File: src/rtl/mwd_pkg.sv
package mwd_pkg;

	// register map
	localparam logic [7:0] WATCHDOG_CONTROL_ADDR = 8'h8F;
	localparam logic [7:0] IRQ_STATUS_ADDR       = 8'h90;
	localparam logic [7:0] IRQ_MASK_ADDR         = 8'h91;

	// control field positions
	localparam int RUN_BIT     = 7;
	localparam int RESTART_BIT = 6;
	localparam int IN_IDLE_BIT = 5;
	localparam int SEL_MSB     = 2;
	localparam int SEL_LSB     = 0;
	localparam logic [7:0] CONTROL_WRITE_MASK = 8'hE7;
	localparam logic [7:0] CONTROL_RESET      = 8'h00;

	// interrupt status bits
	localparam int IRQ_TIMEOUT_BIT = 0;
	localparam int IRQ_WIDTH       = 1;
	localparam logic [IRQ_WIDTH-1:0] IRQ_RESET = 1'h0;

	// timing: one machine cycle is this many oscillator periods
	localparam int MACHINE_OSC_PERIODS = 12;
	localparam logic [3:0] MACHINE_DIV_LAST = 4'(MACHINE_OSC_PERIODS - 1);
	localparam int TIMER_BITS    = 14;
	localparam int PRESCALE_BITS = 8;

	typedef struct packed {
		logic [7:0] control;
	} mwd_ctl_t;

	// prescale select, bits 1 and 0 swapped while bit 2 is clear, plus one gives the divider exponent
	function automatic logic [3:0] mwd_sel_to_log2(input logic [2:0] sel);
		logic [3:0] r;
		r = 4'h1;
		case (sel)
			3'h0: r = 4'h1;
			3'h2: r = 4'h2;
			3'h1: r = 4'h3;
			3'h3: r = 4'h4;
			3'h4: r = 4'h5;
			3'h5: r = 4'h6;
			3'h6: r = 4'h7;
			3'h7: r = 4'h8;
			default: r = 4'h1;
		endcase
		return r;
	endfunction : mwd_sel_to_log2

endpackage : mwd_pkg

File: src/rtl/mwd_tick_if.sv
`timescale 1ns/1ns
interface mwd_tick_if;
	logic       tick;
	logic       clear;
	logic       run;
	logic [3:0] log2_div;
	logic       timeout;

	modport ctrl (
		output tick,
		output clear,
		output run,
		output log2_div,
		input  timeout
	);
	modport cnt (
		input  tick,
		input  clear,
		input  run,
		input  log2_div,
		output timeout
	);
endinterface : mwd_tick_if

File: src/rtl/mwd_watchdog.sv
// Notes on behaviour
// The watchdog is a free-running divider chain from the system clock with a selectable tap.
// The watchdog counts only while the run bit (bit 7) is one.
// Writing one to bit 6 clears timer, prescaler and the bit itself on the next machine cycle.
// Bit 5 keeps the watchdog running in idle when set, suspends it when clear, reset zero.
// The select field 000,010,001,011,100,101,110,111 gives 2,4,8,16,32,64,128,256.
// Time-out is 12 times prescale times 2^14 oscillator periods.
// Time-out while enabled requests a system reset.
// Any reset leaves the watchdog disabled.
// Any reset clears count and prescaler.
// Software must restart the watchdog within each time-out period.
// Software should restart the watchdog after each reset.
// In idle the watchdog clock is gated by the idle-enable bit.
// Time-out is a one-cycle reset request and counting then restarts from zero.
// Bits 4 and 3 read zero and ignore writes.
//
// The strobed register port was left to the implementer.
`timescale 1ns/1ns
module mwd_watchdog (
	input  wire logic       clk_i,
	input  wire logic       reset_i,
	input  wire logic       idle_i,
	input  wire logic [7:0] addr_i,
	input  wire logic [7:0] wdata_i,
	input  wire logic       wr_i,
	input  wire logic       rd_i,
	output logic      [7:0] rdata_o,
	output logic            reset_req_o,
	output logic            irq_o
);
	typedef struct packed {
		logic [7:0]                      control;
		logic                            restart_pend;
		logic [mwd_pkg::IRQ_WIDTH-1:0]   irq_status;
		logic [mwd_pkg::IRQ_WIDTH-1:0]   irq_mask;
		logic [7:0]                      rdata;
		logic                            reset_req;
		logic                            irq;
	} mwd_state_t;

	mwd_state_t st_reg;
	mwd_state_t st_next;
	logic       machine_tick;
	logic       running;

	mwd_tick_if tk ();

	////////////////////////////////////////////////////////////////////////
	// machine cycle enable, twelve clocks each
	mwd_machine_div u_div (
		.clk_i    (clk_i),
		.reset_i  (reset_i),
		.enable_i (1'b1),
		.tick_o   (machine_tick)
	);

	mwd_counter u_cnt (
		.clk_i   (clk_i),
		.reset_i (reset_i),
		.tk      (tk)
	);

	////////////////////////////////////////////////////////////////////////
	// run gating
	// idle gating
	// idle enable bit
	assign running = st_reg.control[mwd_pkg::RUN_BIT] &&
		(!idle_i || st_reg.control[mwd_pkg::IN_IDLE_BIT]);

	assign tk.tick  = machine_tick;
	assign tk.run   = running;
	// restart after time-out
	assign tk.clear = (st_reg.restart_pend && machine_tick) || st_reg.reset_req;
	// select decode
	assign tk.log2_div = mwd_pkg::mwd_sel_to_log2(
		st_reg.control[mwd_pkg::SEL_MSB:mwd_pkg::SEL_LSB]);

	////////////////////////////////////////////////////////////////////////
	always_comb begin
		st_next = st_reg;
		st_next.reset_req = 1'b0;
		st_next.rdata = 8'h00;

		// self-clearing restart
		if (st_reg.restart_pend && machine_tick) begin
			st_next.restart_pend = 1'b0;
			st_next.control[mwd_pkg::RESTART_BIT] = 1'b0;
		end

		if (wr_i) begin
			case (addr_i)
				mwd_pkg::WATCHDOG_CONTROL_ADDR: begin
					// reserved bits masked
					st_next.control = wdata_i & mwd_pkg::CONTROL_WRITE_MASK;
					if (wdata_i[mwd_pkg::RESTART_BIT]) begin
						st_next.restart_pend = 1'b1;
					end else if (st_next.restart_pend) begin
						st_next.control[mwd_pkg::RESTART_BIT] = 1'b1;
					end
				end
				mwd_pkg::IRQ_STATUS_ADDR: begin
					st_next.irq_status = st_reg.irq_status &
						~wdata_i[mwd_pkg::IRQ_WIDTH-1:0];
				end
				mwd_pkg::IRQ_MASK_ADDR: begin
					st_next.irq_mask = wdata_i[mwd_pkg::IRQ_WIDTH-1:0];
				end
				default: begin
				end
			endcase
		end

		// time-out requests reset
		if (tk.timeout && st_reg.control[mwd_pkg::RUN_BIT]) begin
			st_next.reset_req = 1'b1;
			// set wins over a same-cycle clear
			st_next.irq_status[mwd_pkg::IRQ_TIMEOUT_BIT] = 1'b1;
		end

		if (rd_i) begin
			case (addr_i)
				mwd_pkg::WATCHDOG_CONTROL_ADDR: st_next.rdata = st_reg.control;
				mwd_pkg::IRQ_STATUS_ADDR: st_next.rdata = 8'(st_reg.irq_status);
				mwd_pkg::IRQ_MASK_ADDR: st_next.rdata = 8'(st_reg.irq_mask);
				default: st_next.rdata = 8'h00;
			endcase
		end

		st_next.irq = |(st_next.irq_status & st_next.irq_mask);
	end

	always_ff @(posedge clk_i) begin
		if (reset_i) begin
			// disabled after reset
			st_reg <= '0;
		end else begin
			st_reg <= st_next;
		end
	end

	assign rdata_o     = st_reg.rdata;
	assign reset_req_o = st_reg.reset_req;
	assign irq_o       = st_reg.irq;
endmodule : mwd_watchdog

File: src/rtl/mwd_counter.sv
`timescale 1ns/1ns
module mwd_counter (
	input  wire logic clk_i,
	input  wire logic reset_i,
	mwd_tick_if.cnt   tk
);
	typedef struct packed {
		logic [mwd_pkg::PRESCALE_BITS-1:0] pre;
		logic [mwd_pkg::TIMER_BITS-1:0]    timer;
		logic                              timeout;
	} mwd_cnt_t;

	mwd_cnt_t cnt_reg;
	mwd_cnt_t cnt_next;
	logic     pre_done;

	////////////////////////////////////////////////////////////////////////
	always_comb begin
		cnt_next = cnt_reg;
		cnt_next.timeout = 1'b0;
		pre_done = (cnt_reg.pre == 8'((9'h001 << tk.log2_div) - 9'h001));
		if (tk.clear) begin
			// clear timer and prescaler
			cnt_next.pre   = '0;
			cnt_next.timer = '0;
		end else if (tk.run && tk.tick) begin
			// prescaler feeds timer
			if (pre_done) begin
				cnt_next.pre = '0;
				// 14-bit count of prescaled cycles
				cnt_next.timer = cnt_reg.timer + 14'h0001;
				if (cnt_reg.timer == 14'h3FFF) begin
					cnt_next.timeout = 1'b1;
				end
			end else begin
				cnt_next.pre = cnt_reg.pre + 8'h01;
			end
		end
	end

	always_ff @(posedge clk_i) begin
		// reset clears count
		if (reset_i) begin
			cnt_reg <= '0;
		end else begin
			cnt_reg <= cnt_next;
		end
	end

	assign tk.timeout = cnt_reg.timeout;
endmodule : mwd_counter

File: src/rtl/mwd_machine_div.sv
`timescale 1ns/1ns
module mwd_machine_div (
	input  wire logic clk_i,
	input  wire logic reset_i,
	input  wire logic enable_i,
	output logic      tick_o
);
	typedef struct packed {
		logic [3:0] cnt;
		logic       tick;
	} mwd_div_t;

	mwd_div_t div_reg;
	mwd_div_t div_next;

	always_comb begin
		div_next = div_reg;
		div_next.tick = 1'b0;
		if (enable_i) begin
			if (div_reg.cnt == mwd_pkg::MACHINE_DIV_LAST) begin
				div_next.cnt  = 4'h0;
				div_next.tick = 1'b1;
			end else begin
				div_next.cnt = div_reg.cnt + 4'h1;
			end
		end
	end

	always_ff @(posedge clk_i) begin
		if (reset_i) begin
			div_reg <= '0;
		end else begin
			div_reg <= div_next;
		end
	end

	assign tick_o = div_reg.tick;
endmodule : mwd_machine_div

File: config.mk
export PLATFORM = sky130hd
export DESIGN_NAME = mwd_watchdog
export DESIGN_NICKNAME = d
export VERILOG_FILES = /design/src/rtl/mwd_pkg.sv /design/src/rtl/mwd_tick_if.sv /design/src/rtl/mwd_watchdog.sv /design/src/rtl/mwd_counter.sv /design/src/rtl/mwd_machine_div.sv
export SDC_FILE = /design/constraint.sdc
export NUM_CORES = 1
export LEC_CHECK = 0
export BUFFER_PORTS_ARGS = -buffer_cell sky130_fd_sc_hd__buf_2
export CAP_MARGIN = 20
export CORE_MARGIN = 1.5
export CORE_UTILIZATION = 28
export DETAILED_ROUTE_END_ITERATION = 10
export GPL_TIMING_DRIVEN = 1
export PLACE_DENSITY_LB_ADDON = 0.1
export SYNTH_ARGS = -nofsm -noshare
export SYNTH_HDL_FRONTEND = slang
export SYNTH_HIERARCHICAL = 1
export SYNTH_SLANG_ARGS = --single-unit
File: constraint.sdc
create_clock -name clk_i -period 4.48 [get_ports clk_i]
set_clock_uncertainty 0.15 [all_clocks]
set_input_delay 0.224 -clock clk_i [delete_from_list [all_inputs] [get_ports clk_i]]
set_output_delay 0.224 -clock clk_i [all_outputs]
set_load 0.05 [all_outputs]
==> run summary <==
1st-pass router iterations: 6
CTS sink cnt: 49
hold buffers post-CTS: 3
Worst-Margin Slew: 0.7693 ns
DR WL met2: 2.242 mm
Post-Syn Instances: 275
CP max FO: 28
Area after DPL: 2631 um2
initial antenna violation count: 0
root buffer cell: clkbuf_8
Design Area, Final: 2755 um2
HP Start: wdata_i[1]
power share of the clock group: 36.9%
Sw Share: 24.93%
CP Data Required Time: 4.57 ns
layout cell share with drive strength beyond 1: 14.67%
Post-Route WL: 5.021 mm
Hold EP: st_reg[14]
DR WL met3: 118 um
final hold viol count: 0
Seq/Total Area, Yosys: 39.74%
die area: 9389 um2
max-cap violations: 0
vias in the first global route: 1941
I/O Pins: 31
hpwl dp: 3.653 mm
Antenna Cells: 0
fmax: 321.2 MHz
max reg flops: 22
top-count cell post-synth: dfxtp_1
clock buffer depth: 2
setup TNS: 0 ns
part of the power in registers: 58.3%
area leader, netlist: dfxtp_1
slowest stage delay, CP: 0.62 ns
synth warn: 6
DRT iter0 DRCs: 49
GRT Overall Usage: 11.39%
worst hold stages: 3
worst path cell trace: nor2_8 -> nand3b_1 -> ha_1 -> nor3_1 -> o2111a_1 -> a211oi_1 -> a2111o_1 -> or4b_1 -> a21oi_1
Reg-to-Reg End: u_cnt/cnt_reg[6]
die width: 96.90 um
Power Dens Cells: 272.8 nW/um2
Area Growth Syn to Fin: 11.61%
final worst slack: 1.366 ns
clock latency on the worst-skew pair: 0.31 ns
height of the die: 96.90 um
ys async rst share: 0%
area fraction of the dominant cell type after synthesis: 39.74%
HP Class: input pin to flip-flop
multi-input logic area: 1363 um2
largest net degree at the start of global routing: 29
gr ovfl total: 0
Worst R2R Path Depth: 9
routed vias: 1951
top sig layer: met4
synth top area cells: dfxtp_1 (40%), a21oi_1 (4.7%), nor2_1 (3.6%)
CTS tree: built
Placement Setup Slack: 1.358 ns
M1 wire length: 2.606 mm
Leakage Power: 0.001034 uW
Reg clk slew, reported paths: 0.11 ns
synthesized area per cell: 8.977 um2
mapped cell area: 2469 um2
cts bufs inserted: 5
Sequential Area: 980.9 um2
final setup fails: 0
delay-heaviest family, CP: simple AND/OR/NAND/NOR gates
Final min period: 3.114 ns
run status: finished clean
Max Slew Vio Count: 0
worst vdd ir: 0.1001 mV
internal power: 564.3 uW
RD Place Congestion: 0.7254
CTS resizes: 0
setup repair bufs after CTS: 0
Initial Util: 28.59%
Synth cell types: 59
element type at the critical path start: flip-flop
Net Sw Power: 187.4 uW
RSZ-0062 raised after global routing: false
part of the cycle the worst path needs: 69.50%
dominant synthesized flop cell: dfxtp_1
critical path class: flip-flop to flip-flop
Post-synth top cells: dfxtp_1 (49), nor2_1 (24), a21oi_1 (23)
RR Startpoint: tk.log2_div[3]
Critical Path End Type: flip-flop
DRC Markers: 0
post-route ant nets: 0
H-tree Lvls: 2
# rows: 34
Buf/Inv on CP: 0
Avg WL per Cell: 12.31 um
flops & latches, synth: 49
number of synthesized flops with an enable pin: 0
Worst Path Arrival: 3.20 ns
first-pass GRT wire length: 8.880 mm
port bufs: 26
nets@finish: 326
fillers: 938
Slew Limit Headroom: 48.71%
DR vias/cell: 4.782
Core Util, Final: 31.90%
slowest CP cell: a2111o_1
R2R Setup Slk: 1.37 ns
core area: 8636 um2
share of total power in combinational logic: 4.7%
worst register-to-register path, stage by stage (launching register included):
cell      delay [ns]
dfxtp_1         0.46
nor2_8          0.17
nand3b_1        0.09
ha_1            0.26
nor3_1          0.25
o2111a_1        0.22
a211oi_1        0.06
a2111o_1        0.62
or4b_1          0.61
a21oi_1         0.15
cells by family after synthesis:
family / after synthesis / synth area share, %
AOI/OAI and AO/OA: 60 / 15.76
and+or+nand+nor: 112 / 27.07
other: 2 / 0.3042
muxes: 9 / 3.700
xor gates and xnor gates: 12 / 4.257
DFF: 49 / 39.74
adders and majority gates: 6 / 3.041
buffers and inverters: 25 / 6.132
cell type report:
cell class / instances / share of cell area [%]
clock buffer: 5 / 2.498
clock inverter: 3 / 0.9083
inverter: 6 / 0.8174
multi-input combinational: 208 / 49.46
sequential: 49 / 35.60
tap: 108 / 4.905
timing repair buffer: 29 / 5.813
per-layer routing:
metal  global-route usage, %  vias up
met5                       0        -
met1                   14.83      893
met2                   18.45       19
met3                   2.457        5
met4                   4.236        0
li1                        -     1034
worst max-delay path by stage:
stage,start,endpoint,slack [ns],depth (start not counted)
after global placement,tk.log2_div[3],u_cnt/cnt_reg[6],1.37,9
after floorplan,tk.log2_div[3],u_cnt/cnt_reg[4],1.92,11
final,tk.log2_div[3],u_cnt/cnt_reg[6],1.37,9
after global routing,tk.log2_div[3],u_cnt/cnt_reg[19],0.97,9
after detailed placement,tk.log2_div[3],u_cnt/cnt_reg[12],1.36,9
after CTS,tk.log2_div[3],u_cnt/cnt_reg[19],1.32,9
power groups by stage:
stage               combinational (uW)  sequential, uW  clock, uW
floorplan                         19.6             448          0
global placement                  33.8             449          0
detailed placement                34.0             448          0
CTS                               36.2             439        298
global route                      39.9             439        312
finish                            35.5             438        278
stage by stage:
step / instances / total power [uW] / hold slack (ns)
3_5_place_dp: 397 / 482.5 / 0.2943
6_report: 408 / 751.7 / 0.05901
3_3_place_gp: 397 / 482.3 / 0.2901
4_1_cts: 408 / 773.2 / 0.04629
2_1_floorplan: 282 / 467.7 / 0.1431
5_1_grt: 408 / 790.8 / 0.04816
placed cells by master, fill, tap and decap left out, types with 3 or more instances in the layout:
master and count:
dfxtp_1 49, buf_2 26, nor2_1 24, a21oi_1 23
nand2_1 16, o21ai_0 11, nand4_1 9, nand3_1 9
conb_1 9, mux2i_1 8, or3_1 8, xor2_1 8
inv_1 6, ha_1 6, nor3_1 5, nand3b_1 5
clkbuf_8 5, o31ai_1 5, or4_1 5, and2_1 4
and3_1 4, xnor2_1 4, nand2b_1 3, dlygate4sd3_1 3
Power figures use the tool's default switching activity.
